<file path="config.mk">
export PLATFORM = sky130hd
export DESIGN_NAME = cch_handler
export DESIGN_NICKNAME = d
export VERILOG_FILES = /design/src/logic/cch_pkg.sv /design/src/logic/cch_err_queue.sv /design/src/logic/cch_handler.sv
export SDC_FILE = /design/constraint.sdc
export NUM_CORES = 1
export LEC_CHECK = 0
export BUFFER_PORTS_ARGS = -buffer_cell sky130_fd_sc_hd__buf_4
export CORE_ASPECT_RATIO = 1.4
export CORE_MARGIN = 5
export CORE_UTILIZATION = 30
export CTS_CLUSTER_SIZE = 8
export DETAILED_ROUTE_END_ITERATION = 6
export PLACE_DENSITY = 0.47
export SLEW_MARGIN = 20
export SYNTH_ARGS = -nofsm -noshare
export SYNTH_HDL_FRONTEND = slang
export SYNTH_SLANG_ARGS = --single-unit
</file>
<file path="constraint.sdc">
create_clock -name mclk -period 3.4 [get_ports mclk]
set_input_delay 0.17 -clock mclk [delete_from_list [all_inputs] [get_ports mclk]]
set_output_delay 0.17 -clock mclk [all_outputs]
set_load 0.01 [all_outputs]
</file>
<file path="src/logic/cch_pkg.sv">
// Package of constants for the card calibration command handler.
`default_nettype none
package cch_pkg;
  // Register byte offsets.
  localparam logic [7:0] ADDR_CMD = 8'h00;
  localparam logic [7:0] ADDR_ARG = 8'h04;
  localparam logic [7:0] ADDR_CODE_LO = 8'h08;
  localparam logic [7:0] ADDR_CODE_HI = 8'h0C;
  localparam logic [7:0] ADDR_STATUS = 8'h10;
  localparam logic [7:0] ADDR_ERR = 8'h14;
  localparam logic [7:0] ADDR_SRE = 8'h18;
  localparam logic [7:0] ADDR_RESP = 8'h1C;
  localparam logic [7:0] ADDR_RTC = 8'h20;
  localparam logic [7:0] ADDR_CALERR = 8'h24;
  localparam logic [7:0] ADDR_TEMP = 8'h28;
  // Command codes: bits 3:0 opcode, bit 4 selects slot two.
  localparam logic [3:0] OP_CODE = 4'h1;
  localparam logic [3:0] OP_INIT = 4'h2;
  localparam logic [3:0] OP_COUNT_Q = 4'h3;
  localparam logic [3:0] OP_ZERO_CNT = 4'h4;
  localparam logic [3:0] OP_DATE_Q = 4'h5;
  localparam logic [3:0] OP_SAVE = 4'h6;
  localparam logic [3:0] OP_LOCK = 4'h7;
  localparam logic [3:0] OP_LOCK_Q = 4'h8;
  localparam logic [3:0] OP_COLD_STEP = 4'h9;
  localparam int SLOT_BIT = 4;
  // Status byte fields.
  localparam int AVAIL_BIT = 2;
  localparam int RQS_BIT = 6;
  localparam logic [7:0] SRE_RESET = 8'h00;
  // Default passcode, arbitrary.
  localparam logic [63:0] CODE_DEFAULT = 64'h4341_4C30_3030_3030;
  // Error numbers.
  localparam logic [9:0] ERR_DCV_LO = 10'h190;
  localparam logic [9:0] ERR_DCV_HI = 10'h1A9;
  localparam logic [9:0] ERR_NO_DATE = 10'h1B6;
  localparam logic [9:0] ERR_NO_NEXT = 10'h1B7;
  localparam logic [9:0] ERR_AC_LO = 10'h1C2;
  localparam logic [9:0] ERR_AC_HI = 10'h1DB;
  localparam logic [9:0] ERR_COLD = 10'h1DC;
  localparam logic [9:0] ERR_INVALID = 10'h1F4;
  localparam logic [9:0] ERR_AC_LOST = 10'h201;
  localparam logic [9:0] ERR_DC_LOST = 10'h202;
  localparam logic [9:0] ERR_DATES_LOST = 10'h203;
  localparam logic [9:0] ERR_CARD_LOST = 10'h206;
  localparam logic [9:0] ERR_CARD_DATES = 10'h207;
  localparam logic [9:0] ERR_QUESTION = 10'h262;
  localparam logic [9:0] ERR_LOCKED = 10'h262;
  // Temperature limits in whole degrees C for cold calibration.
  localparam logic signed [15:0] COLD_MIN = 16'sh0000;
  localparam logic signed [15:0] COLD_MAX = 16'sh0032;
  localparam int QDEPTH = 8;
  localparam int QAW = 3;
endpackage
`default_nettype wire

</file>
<file path="src/logic/cch_err_queue.sv">
// Error queue of numbered errors, first in first out.
`default_nettype none
module cch_err_queue (
  // Clock and reset.
  input wire logic mclk,
  input wire logic rst,
  // Push side.
  input wire logic push,
  input wire logic [9:0] push_code,
  // Pop side.
  input wire logic pop,
  output logic [9:0] head_code,
  output logic not_empty
);
  logic [9:0] mem_reg [cch_pkg::QDEPTH];
  logic [cch_pkg::QAW-1:0] wr_reg;
  logic [cch_pkg::QAW-1:0] rd_reg;
  logic [cch_pkg::QAW:0] cnt_reg;
  logic do_push;
  logic do_pop;

  assign do_pop = pop && (cnt_reg != '0);
  assign do_push = push && (cnt_reg != (cch_pkg::QAW+1)'(cch_pkg::QDEPTH));
  assign not_empty = (cnt_reg != '0);
  assign head_code = not_empty ? mem_reg[rd_reg] : 10'h000;

  always_ff @(posedge mclk) begin
    if (do_push) begin
      mem_reg[wr_reg] <= push_code;
    end
  end

  always_ff @(posedge mclk) begin
    if (rst) begin
      wr_reg <= '0;
      rd_reg <= '0;
      cnt_reg <= '0;
    end else begin
      if (do_push) begin
        wr_reg <= wr_reg + 1'b1;
      end
      if (do_pop) begin
        rd_reg <= rd_reg + 1'b1;
      end
      cnt_reg <= cnt_reg + (cch_pkg::QAW+1)'(do_push)
        - (cch_pkg::QAW+1)'(do_pop);
    end
  end
endmodule // cch_err_queue
`default_nettype wire

</file>
<file path="src/logic/cch_handler.sv">
// Card calibration command handler with APB registers.
`default_nettype none
// Behaviour
// - Date query for slot one returns that card's year, month, day; slot two returns 0.
// - Calibrating a card stamps its date from the real time clock.
// - Card calibration proceeds only after the passcode has unlocked it.
// - Lock command disables card calibration again.
// - Lock query returns 0 while calibration is locked.
// - Lock query returns 1 while calibration is unlocked.
// - Reset-count command sets the card calibration count to 0.
// - Save writes computed constants into the card nonvolatile store.
// - Without save, new constants stay temporary and are not kept.
// - Cold step calibrates the temperature sensor from the supplied value.
// - DC, resistance and DC current failures report errors 400 to 425.
// - AC failures report errors 450 to 475.
// - Missing date and next date report errors 438 and 439.
// - Invalid data 500, lost AC 513, DC 514, dates 515, questionable 610.
// - Card errors: cold failure 476, lost data 518, lost dates 519.
// - Every error enters the queue unless it already holds eight; error query returns its number.
// - Error-available bit 2 of status byte is set while queue holds errors.
// - Reading an error removes it and updates error-available.
// - With service enable 4, error-available raises a service request.
// - Passcode unlocks only when it equals the default of eight letters or digits.
module cch_handler (
  // Clock and reset.
  input wire logic mclk,
  input wire logic rst,
  // APB slave.
  input wire logic psel,
  input wire logic penable,
  input wire logic pwrite,
  input wire logic [7:0] paddr,
  input wire logic [31:0] pwdata,
  output logic [31:0] prdata,
  output logic pready,
  output logic pslverr,
  // Service request to the bus.
  output logic srq,
  // Card nonvolatile store and cold calibration value.
  output logic nv_write,
  output logic [31:0] nv_data,
  output logic [15:0] cold_temp
);
  logic wr_en;
  logic rd_en;
  logic [4:0] cmd;
  logic [3:0] op;
  logic slot2;
  logic [63:0] code_reg;
  logic unlock_reg;
  logic init_reg;
  logic [15:0] arg_reg;
  logic [31:0] rtc_reg;
  logic [31:0] date_reg [2];
  logic [15:0] count_reg [2];
  logic [31:0] konst_reg;
  logic [31:0] resp_reg;
  logic [7:0] sre_reg;
  logic nv_write_reg;
  logic [31:0] nv_data_reg;
  logic [15:0] cold_reg;
  logic q_push;
  logic [9:0] q_code;
  logic q_pop;
  logic [9:0] q_head;
  logic q_ne;
  logic code_ok;
  logic protected_op;
  logic refuse;
  logic [7:0] stb;
  logic [9:0] ext_code;
  logic ext_ok;

  assign wr_en = psel && penable && pwrite;
  assign rd_en = psel && penable && !pwrite;
  assign pready = 1'b1;
  assign pslverr = 1'b0;
  assign cmd = pwdata[4:0];
  assign op = cmd[3:0];
  assign slot2 = cmd[cch_pkg::SLOT_BIT];

  // Passcode compare; each byte must be blank, a letter or a digit.
  always_comb begin
    code_ok = (pwdata[31:0] == 32'h0000_0000) ? 1'b0 : 1'b1;
    for (int i = 0; i < 8; i++) begin
      if (!(code_reg[i*8 +: 8] == 8'h00 ||
          (code_reg[i*8 +: 8] >= 8'h30 && code_reg[i*8 +: 8] <= 8'h39) ||
          (code_reg[i*8 +: 8] >= 8'h41 && code_reg[i*8 +: 8] <= 8'h5A) ||
          (code_reg[i*8 +: 8] >= 8'h61 && code_reg[i*8 +: 8] <= 8'h7A))) begin
        code_ok = 1'b0;
      end
    end
    if (code_reg != cch_pkg::CODE_DEFAULT) begin
      code_ok = 1'b0;
    end
  end

  // Protected commands other than queries and passcode need the unlock.
  assign protected_op = (op == cch_pkg::OP_INIT) ||
    (op == cch_pkg::OP_ZERO_CNT) || (op == cch_pkg::OP_SAVE) ||
    (op == cch_pkg::OP_LOCK) || (op == cch_pkg::OP_COLD_STEP);
  assign refuse = protected_op && !unlock_reg;

  // Externally reported failures are accepted only at documented numbers.
  assign ext_code = pwdata[9:0];
  assign ext_ok = (ext_code >= cch_pkg::ERR_DCV_LO &&
      ext_code <= cch_pkg::ERR_DCV_HI) ||
    (ext_code >= cch_pkg::ERR_AC_LO &&
      ext_code <= cch_pkg::ERR_AC_HI) ||
    ext_code == cch_pkg::ERR_NO_DATE ||
    ext_code == cch_pkg::ERR_NO_NEXT ||
    ext_code == cch_pkg::ERR_INVALID || ext_code == cch_pkg::ERR_AC_LOST ||
    ext_code == cch_pkg::ERR_DC_LOST || ext_code == cch_pkg::ERR_DATES_LOST ||
    ext_code == cch_pkg::ERR_QUESTION ||
    ext_code == cch_pkg::ERR_COLD || ext_code == cch_pkg::ERR_CARD_LOST ||
    ext_code == cch_pkg::ERR_CARD_DATES;

  // Error sources feeding the queue.
  always_comb begin
    q_push = 1'b0;
    q_code = 10'h000;
    if (wr_en && paddr == cch_pkg::ADDR_CMD) begin
      if (refuse) begin
        q_push = 1'b1;
        q_code = cch_pkg::ERR_LOCKED;
      end else if (op == cch_pkg::OP_COLD_STEP && !slot2 && init_reg &&
          ($signed(arg_reg) < cch_pkg::COLD_MIN ||
           $signed(arg_reg) > cch_pkg::COLD_MAX)) begin
        q_push = 1'b1;
        q_code = cch_pkg::ERR_COLD;
      end
    end else if (wr_en && paddr == cch_pkg::ADDR_CALERR && ext_ok) begin
      q_push = 1'b1;
      q_code = ext_code;
    end
  end

  assign q_pop = rd_en && paddr == cch_pkg::ADDR_ERR;

  cch_err_queue u_queue (
    .mclk(mclk),
    .rst(rst),
    .push(q_push),
    .push_code(q_code),
    .pop(q_pop),
    .head_code(q_head),
    .not_empty(q_ne)
  );

  // Status byte with error-available and request summary.
  always_comb begin
    stb = 8'h00;
    stb[cch_pkg::AVAIL_BIT] = q_ne;
    stb[cch_pkg::RQS_BIT] = |(stb & sre_reg);
  end
  assign srq = stb[cch_pkg::RQS_BIT];

  // Passcode, argument, time and service enable registers.
  always_ff @(posedge mclk) begin
    if (rst) begin
      code_reg <= 64'h0000_0000_0000_0000;
      arg_reg <= 16'h0000;
      rtc_reg <= 32'h0000_0000;
      sre_reg <= cch_pkg::SRE_RESET;
    end else if (wr_en) begin
      unique case (paddr)
        cch_pkg::ADDR_CODE_LO: code_reg[31:0] <= pwdata;
        cch_pkg::ADDR_CODE_HI: code_reg[63:32] <= pwdata;
        cch_pkg::ADDR_ARG: arg_reg <= pwdata[15:0];
        cch_pkg::ADDR_RTC: rtc_reg <= pwdata;
        cch_pkg::ADDR_SRE: sre_reg <= pwdata[7:0];
        default: ;
      endcase
    end
  end

  // Unlock and initiate state.
  always_ff @(posedge mclk) begin
    if (rst) begin
      unlock_reg <= 1'b0;
      init_reg <= 1'b0;
    end else if (wr_en && paddr == cch_pkg::ADDR_CMD) begin
      if (op == cch_pkg::OP_CODE && code_ok) begin
        unlock_reg <= 1'b1;
      end else if (op == cch_pkg::OP_LOCK && !refuse) begin
        unlock_reg <= 1'b0;
        init_reg <= 1'b0;
      end else if (op == cch_pkg::OP_INIT && !refuse && !slot2) begin
        init_reg <= 1'b1;
      end
    end
  end

  // Card dates, counts, working constants and nonvolatile write.
  always_ff @(posedge mclk) begin
    if (rst) begin
      date_reg[0] <= 32'h0000_0000;
      date_reg[1] <= 32'h0000_0000;
      count_reg[0] <= 16'h0000;
      count_reg[1] <= 16'h0000;
      konst_reg <= 32'h0000_0000;
      cold_reg <= 16'h0000;
      nv_write_reg <= 1'b0;
      nv_data_reg <= 32'h0000_0000;
    end else begin
      nv_write_reg <= 1'b0;
      if (wr_en && paddr == cch_pkg::ADDR_CMD && !refuse && !slot2) begin
        if (op == cch_pkg::OP_COLD_STEP && init_reg && !q_push) begin
          cold_reg <= arg_reg;
          konst_reg <= {16'h0000, arg_reg};
          date_reg[0] <= rtc_reg;
          count_reg[0] <= count_reg[0] + 16'h0001;
        end
        if (op == cch_pkg::OP_ZERO_CNT) begin
          count_reg[0] <= 16'h0000;
        end
        if (op == cch_pkg::OP_SAVE) begin
          nv_write_reg <= 1'b1;
          nv_data_reg <= konst_reg;
        end
      end
    end
  end
  assign nv_write = nv_write_reg;
  assign nv_data = nv_data_reg;
  assign cold_temp = cold_reg;

  // Query response latch.
  always_ff @(posedge mclk) begin
    if (rst) begin
      resp_reg <= 32'h0000_0000;
    end else if (wr_en && paddr == cch_pkg::ADDR_CMD) begin
      unique case (op)
        cch_pkg::OP_DATE_Q: resp_reg <= date_reg[slot2];
        cch_pkg::OP_COUNT_Q: resp_reg <= {16'h0000, count_reg[slot2]};
        cch_pkg::OP_LOCK_Q: resp_reg <= {31'h0, unlock_reg};
        default: ;
      endcase
    end
  end

  // Read data, combinational during the access phase.
  always_comb begin
    prdata = 32'h0000_0000;
    if (rd_en) begin
      unique case (paddr)
        cch_pkg::ADDR_STATUS: prdata = {24'h0, stb};
        cch_pkg::ADDR_ERR: prdata = {22'h0, q_head};
        cch_pkg::ADDR_SRE: prdata = {24'h0, sre_reg};
        cch_pkg::ADDR_RESP: prdata = resp_reg;
        cch_pkg::ADDR_ARG: prdata = {16'h0, arg_reg};
        cch_pkg::ADDR_RTC: prdata = rtc_reg;
        default: prdata = 32'h0000_0000;
      endcase
    end
  end
endmodule // cch_handler
`default_nettype wire

</file>
==> summary.txt, run 1 <==
Global routing
  • First-pass GRT wire length: 65000 µm
  • Final global-route overflow total: 0
  • Initial antenna violation count: 0
  • GR Util All Layers: 16.6%
  • Via count of the first global-routing pass: 10741
  • Largest net degree at the start of global routing: 101

Clocking
  • # clock sinks: 328
  • Clock buffer depth: 3
  • Worst-skew pair later-pin latency: 0.54 ns
  • Total number of H-tree levels: 2
  • CTS tree: built
  • Clock root cell: clkbuf_16
  • TritonCTS buffer count: 47
  • Clock slew at reported path FFs: 0.05 ns

Synthesis
  • Synthesized flop and latch total: 328
  • Register area share after synthesis: 57.1%
  • Mapped cell area: 13800 µm²
  • Asr flop ratio synth: 0%
  • Cells after synthesis: 1366
  • Share of the synthesized area in the top cell type: 29.1%
  • Largest area contributor in the netlist: dfxtp_1
  • Dominant synthesized flop cell: dfxtp_1
  • Post-synth EDFFs: 128
  • Post-synth cell types: 72
  • Avg Cell Area, Syn: 10.1 µm²
  • YS warnings: 0
  • Top cells by area, synth: dfxtp_1, edfxtp_1, nand2_1

Setup path
  • Reg2Reg Setup Slack: 0.53 ns
  • Reg2reg start: arg_reg[0]
  • Max FO, Critical Path: 16
  • Worst r2r dst: count_reg[0][5]
  • FF-to-FF path depth: 7
  • Critical path type: input pin to flip-flop
  • Worst Path Arrival: 3.50 ns
  • Worst Path Required: 3.67 ns
  • Setup crit start kind: input pin
  • Crit end category: flip-flop

Placement
  • Placed cell count: 2042
  • Placement Cell Area: 15400 µm²
  • HPWL Detailed: 29000 µm
  • Port bufs: 110
  • GPL Wtd Cong: 0.803

Drt
  • DR vias/cell: 4.92
  • Antenna viol nets, final: 0
  • Vias: 10581
  • 1st-iter DRT viols: 704
  • Avg WL per Cell: 19.8 µm
  • WL final: 42500 µm
  • Number of remaining DRC errors: 2
  • TritonRoute pass-1 iters: 7

Floorplan
  • Effective utilization at floorplan: 30.4%
  • Overall die height: 263 µm
  • Chip Width: 191 µm
  • Row count: 92
  • Top Ports: 129
  • DIE AREA: 50300 µm²
  • Core footprint: 45200 µm²

STA
  • Worst-Margin Slew: 1.05 ns
  • Max Freq: 310 MHz
  • Crit path time final: 3.22 ns
  • Fin. Hold Viols: 0
  • Crit share post-route: 94.8%
  • RSZ-0062 raised after global routing: no
  • # setup viols final: 0
  • Worst Skew: 0.0119 ns
  • Slew HR: 30.2%
  • Worst hold margin: 0.136 ns
  • Slew Limit Fails: 0

Cells and area
  • Final #Nets: 1564
  • Number of diodes: 0
  • Fillers: 4539
  • Register area: 7850 µm²
  • Area growth syn-to-layout: 23.7%
  • Most common cell after layout, fill and taps aside: nand2_1
  • Finished Layout Cells: 2149
  • Post-route cell area: 17000 µm²
  • Share of cells above drive strength 1: 17.5%
  • Area of the multi-input gates: 5480 µm²
  • Max FFs per register: 80
  • Fin util: 37.6%
  • Commonest cells after routing, fill and taps aside: nand2_1, dfxtp_1, buf_4, a21oi_1, edfxtp_1

Min path
  • Hold Path Class: input pin to flip-flop
  • WHS Path Cells: 4
  • Hold endpoint: code_reg[3]
  • Hold Path Origin: pwdata[3]

Outcome
  • Failing checks: DRC
  • Status: finished, violations left

Power
  • Pwr dens: 510 nW/µm²
  • Pleak: 5.73 nW
  • Max VDD drop: 0.385 mV

Job
  • MaxCap Viol Count: 0
## metrics by stage
stage | setup TNS, ns | power, mW | setup WS [ns]
after detailed placement | 0 | 4.45 | 0.199
after floorplan | -0.575 | 4.33 | -0.0288
after global routing | 0 | 9.00 | 0.00929
after global placement | 0 | 4.45 | 0.243
final | 0 | 8.68 | 0.176
after CTS | 0 | 8.80 | 0.187
## report_power, final
group	leakage, nW	switching (mW)	total [mW]	internal (mW)
combinational	2.33	0.177	0.272	0.0949
sequential	2.76	0.0255	4.13	4.10
clock	0.641	1.65	4.28	2.63
total	5.73	1.85	8.68	6.83
## cell families (layout without fill, tap and decap cells)
kind of cell,after synthesis,after routing,share of synthesized area [%]
and+or+nand+nor,576,576,19.5
DFF,328,328,57.1
AOI/OAI and AO/OA,254,254,11.6
buffers and inverters,126,282,3.99
muxes,51,51,5.63
xor gates and xnor gates,19,19,1.21
adders and majority gates,10,10,0.964
other,2,18,0.0546
## worst max-delay path by stage
stage / cells past startpoint / startpoint / slack, ns / end
2_1_floorplan: 7 / paddr[4] / -0.03 / u_queue.mem_reg[0][0]
3_3_place_gp: 8 / pwdata[2] / 0.24 / count_reg[0][11]
3_5_place_dp: 8 / pwdata[2] / 0.20 / count_reg[0][5]
4_1_cts: 9 / pwdata[2] / 0.19 / count_reg[0][11]
5_1_grt: 9 / pwdata[2] / 0.009 / date_reg[0][22]
6_report: 9 / pwdata[2] / 0.18 / count_reg[0][5]
## worst max-delay path, stage by stage
cell	delay, ns
dlygate4sd3_1	0.55
buf_4	0.18
nor4bb_1	0.67
a211oi_1	0.22
o21ai_2	0.40
nor3_2	0.09
nor2_1	0.75
o41ai_4	0.19
buf_4	0.26
## Yosys cell counts (7+ instances only)
master    number
xor2_1        12
buf_4         18
mux2_2        10
nor2_1       116
a31oi_1       11
nor4_1        11
nand3_1       23
clkbuf_1      90
xnor2_1        7
a21oi_1      139
mux4_2        20
nand2_1      291
a222oi_1      15
dfxtp_1      200
nand4_1        8
mux2i_1       20
nor3_1        14
edfxtp_1     128
ha_1           9
inv_1         14
and2_1        47
nor4b_1        9
a22oi_1       57
nor2b_1        7
## per-layer routing
metal  up-vias  track usage, %  share of wire [%]
li1       5072               -                  -
met1      5146            19.8                 41
met2       283            29.6                 51
met3        80            3.01                4.7
met4         0            6.49                3.8
met5         -               0                  0
## area by class of cell
type                       instances  share of cell area [%]
inverter                          14                   0.309
clock buffer                      77                    7.83
timing repair buffer             190                    8.98
tap                              611                    4.49
sequential                       328                    46.1
clock inverter                     1                  0.0515
multi-input combinational        928                    32.2
## repair_timing
item,CTS,global route
hold buffers,29,0
gates resized for setup,0,0
endpoints found under the hold margin,94,0
setup buffers,0,0
Power figures use the tool's default switching activity.
==> run 2, diff against run 1 <==
- BUFFER_PORTS_ARGS: -buffer_cell sky130_fd_sc_hd__buf_4 -> -buffer_cell sky130_fd_sc_hd__buf_2
==> run 2 against run 1 <==
The flow now finishes without violations. Critical path depth up 5. Final cell count stayed put. Clock power grew 0.9%. Sequential share of layout area rose by 0.74 points. Power grew 0.27%. Die area is the same. Clock skew up 0.010 ns. Wire length is 0.33% higher. Highest routed layer unchanged.
==> summary.txt, run 2 (synthesis results as in run 1) <==
Global routing
  • First-pass GRT wire length: 65500 µm
  • Initial antenna violation count: 0
  • Via count of the first global-routing pass: 10647
  • Largest net degree at the start of global routing: 133
  • GR Util All Layers: 16.7%
  • Final global-route overflow total: 0

Drt
  • Avg WL per Cell: 19.8 µm
  • Number of remaining DRC errors: 0
  • Vias: 10582
  • TritonRoute pass-1 iters: 5
  • WL final: 42600 µm
  • DR vias/cell: 4.92
  • 1st-iter DRT viols: 676
  • Antenna viol nets, final: 0

Clocking
  • CTS tree: built
  • # clock sinks: 328
  • Clock buffer depth: 3
  • Clock root cell: clkbuf_16
  • Worst-skew pair later-pin latency: 0.56 ns
  • Total number of H-tree levels: 2
  • TritonCTS buffer count: 47
  • Clock slew at reported path FFs: 0.05 ns
  • PostCTS Resize Cnt: 0

STA
  • Crit path time final: 2.89 ns
  • Slew Limit Fails: 0
  • Max Freq: 346 MHz
  • RSZ-0062 raised after global routing: no
  • # setup viols final: 0
  • Fin. Hold Viols: 0
  • Crit share post-route: 84.9%
  • Worst Skew: 0.0221 ns
  • Slew HR: 46.9%
  • Setup TNS: 0 ns
  • Worst-Margin Slew: 0.797 ns

Power
  • Pint: 6.80 mW
  • Pleak: 5.70 nW
  • Switching share of power: 21.8%
  • Logic pwr share: 3.0%
  • Clock Power Share: 49.6%
  • Max VDD drop: 0.377 mV
  • P_sw: 1.90 mW
  • Pwr Total: 8.70 mW
  • Sequential share of power: 47.4%
  • Pwr dens: 520 nW/µm²

Setup path
  • Worst Path Arrival: 3.29 ns
  • CP endpoint: u_queue.cnt_reg[2]
  • Levels on crit path: 14
  • Reg2Reg Setup Slack: 0.56 ns
  • Reg2reg start: arg_reg[6]
  • Worst r2r dst: u_queue.cnt_reg[3]
  • CP bufs+invs: 5
  • CP peak stage delay: 0.53 ns
  • Worst Path Required: 3.81 ns
  • Critical path type: input pin to flip-flop
  • FF-to-FF path depth: 11
  • Worst-path cell chain: dlygate4sd3_1, buf_2, nor4bb_1, buf_4, and2_1, and2_1, a21oi_1, a21bo_1, inv_1, ha_1, inv_1, fa_1, xor2_1, nor2_1
  • CP delay by family, top: simple AND/OR/NAND/NOR gates
  • Crit end category: flip-flop
  • Setup crit start kind: input pin
  • Max FO, Critical Path: 8
  • CP max stage cell: dlygate4sd3_1
  • Critical Path Start: pwdata[3]

Cells and area
  • Number of diodes: 0
  • Final #Nets: 1562
  • Area growth syn-to-layout: 21.7%
  • Share of cells above drive strength 1: 17.8%
  • Most common cell after layout, fill and taps aside: nand2_1
  • Max FFs per register: 80
  • Post-route cell area: 16700 µm²
  • Commonest cells after routing, fill and taps aside: nand2_1, dfxtp_1, a21oi_1, edfxtp_1, nor2_1

Floorplan
  • Overall die height: 263 µm
  • Top Ports: 129
  • Effective utilization at floorplan: 30.4%
  • Chip Width: 191 µm
  • Row count: 92
  • Core footprint: 45200 µm²
  • DIE AREA: 50300 µm²

Placement
  • Port bufs: 110
  • Placement Cell Area: 15100 µm²
  • GPL Wtd Cong: 0.775
  • HPWL Detailed: 29100 µm

Job
  • MaxCap Viol Count: 0

Outcome
  • Status: finished clean

Min path
  • Hold Path Class: input pin to flip-flop
-- run 2: cell type report --
| type | instances | area (µm²) |
|---|---|---|
| clock buffers | 77 | 1320 |
| clock inverters | 3 | 30.0 |
| fillers | 4608 | 28500 |
| inverters | 14 | 52.6 |
| multi-input cells | 928 | 5480 |
| flip-flops and latches | 328 | 7850 |
| well taps | 611 | 764 |
| repair buffers | 188 | 1240 |
-- run 2: metal layers --
layer	global-route usage [%]	share of wire (%)	vias to the layer above
li1	-	-	5072
met1	20.2	40	5172
met2	29.6	52	265
met3	3.11	4.9	73
met4	5.83	3.2	0
met5	0	0	-
-- run 2: what timing repair did --
item / 4_1_cts / 5_1_grt
hold buffers: 26 / 0
hold endpoints to repair: 104 / 0
setup buffers: 0 / 0
-- run 2: worst min-delay path by stage --
stage	startpoint	endpoint	slack, ns	cells after the start
finish	pwdata[8]	rtc_reg[8]	0.02	3
global route	pwdata[8]	rtc_reg[8]	0.01	3
CTS	pwdata[8]	rtc_reg[8]	0.004	3
detailed placement	code_reg[56]	code_reg[56]	0.44	2
global placement	code_reg[56]	code_reg[56]	0.43	2
floorplan	pwdata[19]	code_reg[19]	0.31	2
-- run 2: metrics by stage --
stage | util, % | cells | setup WS [ns] | hold slack [ns]
after global routing | 37.0 | 2149 | 0.279 | 0.0125
after floorplan | - | 1382 | -0.0288 | 0.306
final | 37.0 | 2149 | 0.512 | 0.0197
after detailed placement | 33.4 | 2043 | 0.314 | 0.440
after CTS | 37.0 | 2149 | 0.497 | 0.00403
after global placement | 33.4 | 2043 | 0.287 | 0.434
-- run 2: worst reg2reg max path, cell delays in order (launching register included) --
cell and delay [ns]:
dfxtp_1 0.33, nor4_1 0.47, o2111ai_1 0.35, and2_1 0.34, a21oi_1 0.26, a21bo_1 0.17, inv_1 0.05, ha_1 0.20
a21o_1 0.16, a21oi_1 0.18, xnor2_1 0.14, nor2_1 0.05
-- run 2: power by group through the flow --
stage	Sequential (mW)	Combinational [mW]	Clock, mW
4_1_cts	4.13	0.261	4.43
6_report	4.13	0.259	4.32
3_5_place_dp	4.21	0.237	0
3_3_place_gp	4.20	0.233	0
2_1_floorplan	4.19	0.134	0
5_1_grt	4.13	0.280	4.59
==> run 3, diff against run 2 <==
- clock period: 3.4 -> 2.6 ns (I/O delays scaled with it)
==> run 3 against run 2 <==
Critical path depth shrank 5. Clock power increased by 32%. Register-to-register slack got worse by 0.40 ns. Die area is the same. Flip-flop and latch count unchanged. Sequential share of layout area fell by 2.1 points. Final cell count up 2.9%. Critical path type unchanged. Highest routed layer unchanged.
==> summary.txt, run 3 (synthesis results as in run 1) <==
Cells and area
  • Final #Nets: 1628
  • Fillers: 4487
  • Share of cells above drive strength 1: 22.6%
  • Number of diodes: 0
  • Commonest cells after routing, fill and taps aside: nand2_1, dfxtp_1, a21oi_1, edfxtp_1, nor2_1
  • Finished Layout Cells: 2211
  • Most common cell after layout, fill and taps aside: nand2_1
  • Area growth syn-to-layout: 27.5%
  • Post-route cell area: 17500 µm²
  • Max FFs per register: 80

STA
  • Crit path time final: 2.53 ns
  • Crit share post-route: 97.2%
  • Fin. Hold Viols: 0
  • Worst hold margin: 0.0301 ns
  • Worst Skew: 0.0216 ns
  • PnR worst setup slack: 0.0718 ns
  • Slew HR: 49.4%
  • Max Freq: 396 MHz
  • Worst-Margin Slew: 0.759 ns
  • # setup viols final: 0
  • Slew Limit Fails: 0

Outcome
  • Status: finished clean

Global routing
  • Initial antenna violation count: 2
  • GR Util All Layers: 16.4%
  • Final global-route overflow total: 0
  • Largest net degree at the start of global routing: 57
  • Via count of the first global-routing pass: 10742
  • First-pass GRT wire length: 64300 µm

Setup path
  • Worst Path Required: 2.84 ns
  • Worst-path cell chain: dlygate4sd3_1, buf_2, or4_1, a31oi_2, nor3_2, a21bo_2, buf_12, nor4b_4, buf_4
  • Setup crit start kind: input pin
  • Crit end category: flip-flop
  • Max FO, Critical Path: 9
  • Worst Path Arrival: 2.77 ns
  • CP max stage cell: or4_1
  • Critical path type: input pin to flip-flop
  • CP peak stage delay: 0.62 ns

Job
  • MaxCap Viol Count: 0

Power
  • Pwr dens: 655 nW/µm²
  • P_sw: 2.43 mW
  • Clock Power Share: 49.7%
  • Pint: 9.05 mW
  • Pleak: 6.09 nW
  • Switching share of power: 21.2%
  • Pwr Total: 11.5 mW
  • Sequential share of power: 47.0%
  • Logic pwr share: 3.3%
  • Max VDD drop: 0.429 mV

Clocking
  • CTS tree: built
  • # clock sinks: 328
  • Clock slew at reported path FFs: 0.05 ns
  • Clock buffer depth: 3
  • Clock root cell: clkbuf_16
  • Postcts setup bufs: 0
  • TritonCTS buffer count: 47
  • Worst-skew pair later-pin latency: 0.54 ns
  • Total number of H-tree levels: 2

Drt
  • DR vias/cell: 4.88
  • WL met2: 21800 µm
  • Wl on met1: 17700 µm
  • WL final: 42400 µm
  • Vias: 10798
  • 1st-iter DRT viols: 758
  • Max layer used: met4
  • Metal3 WL: 1990 µm
  • Number of remaining DRC errors: 0
  • TritonRoute pass-1 iters: 5
  • Avg WL per Cell: 19.2 µm
  • Antenna viol nets, final: 0

Placement
  • GPL Wtd Cong: 0.761
  • Placement Cell Area: 15800 µm²
  • DP Worst Slack: -0.314 ns
  • Placed cell count: 2107
  • Port bufs: 110
  • HPWL Detailed: 29500 µm

Floorplan
  • Top Ports: 129
  • Effective utilization at floorplan: 30.4%
  • Chip Width: 191 µm
  • DIE AREA: 50300 µm²
  • Overall die height: 263 µm
  • Row count: 92
  • Core footprint: 45200 µm²

Min path
  • Hold Path Class: input pin to flip-flop
-- run 3: cell types whose count changed in the layout (fill, tap and decap cells not counted), moves of 3 or more --
cell      change
a31oi_1       -3
buf_4        +57
inv_1         -3
nor4b_2       -4
a31oi_2       +3
nor4b_4       +4
nor3_1        -3
buf_12        +7
clkbuf_1      -3
-- run 3: repair_timing --
action | CTS | global route
hold buffers | 26 | 0
pin swaps | 0 | 1
gates resized for setup | 6 | 14
setup endpoints to repair | 10 | 43
cloned | 1 | 1
endpoints found under the hold margin | 86 | 0
-- run 3: layer usage --
layer / vias to the layer above / track usage [%]
li1: 5207 / -
met1: 5258 / 20.8
met2: 268 / 28.8
met3: 65 / 2.66
met4: 0 / 4.66
met5: - / 0
-- run 3: metrics by stage --
step	utilization (%)	setup TNS (ns)
after floorplan	-	-15.21
after CTS	38.6	-0.0195
after global placement	34.9	-17.42
after global routing	38.8	-0.0809
final	38.8	0
after detailed placement	34.9	-18.10
-- run 3: power by group through the flow --
stage	clock, mW	sequential (mW)	combinational [mW]
2_1_floorplan	0	5.49	0.182
3_3_place_gp	0	5.50	0.347
3_5_place_dp	0	5.50	0.347
4_1_cts	5.85	5.40	0.380
5_1_grt	6.09	5.40	0.409
6_report	5.71	5.40	0.380
-- run 3: critical path, delay by kind of cell --
family	cells	cell delay [ns]
AOI/OAI and AO/OA	2	0.48
buffers and inverters	4	1.14
and+or+nand+nor	3	1.00
-- run 3: worst paths after layout --
kind | startpoint | to | slack, ns | depth (start not counted)
hold / removal | pwdata[0] | code_reg[0] | 0.03 | 4
setup reg to reg | arg_reg[0] | date_reg[0][7] | 0.16 | 9
hold reg to reg | code_reg[56] | code_reg[56] | 0.45 | 2
setup / recovery | pwdata[6] | u_queue.mem_reg[2][2] | 0.07 | 9
-- run 3: area by class of cell --
type / count / area (µm²) / share of cell area, %
Clock inverter: 1 / 30.0 / 0.171
Multi-Input combinational cell: 928 / 5630 / 32.1
Timing Repair Buffer: 254 / 1870 / 10.6
Clock buffer: 75 / 1330 / 7.61
Tap cell: 611 / 764 / 4.36
Inverter: 14 / 58.8 / 0.335
Sequential cell: 328 / 7850 / 44.8
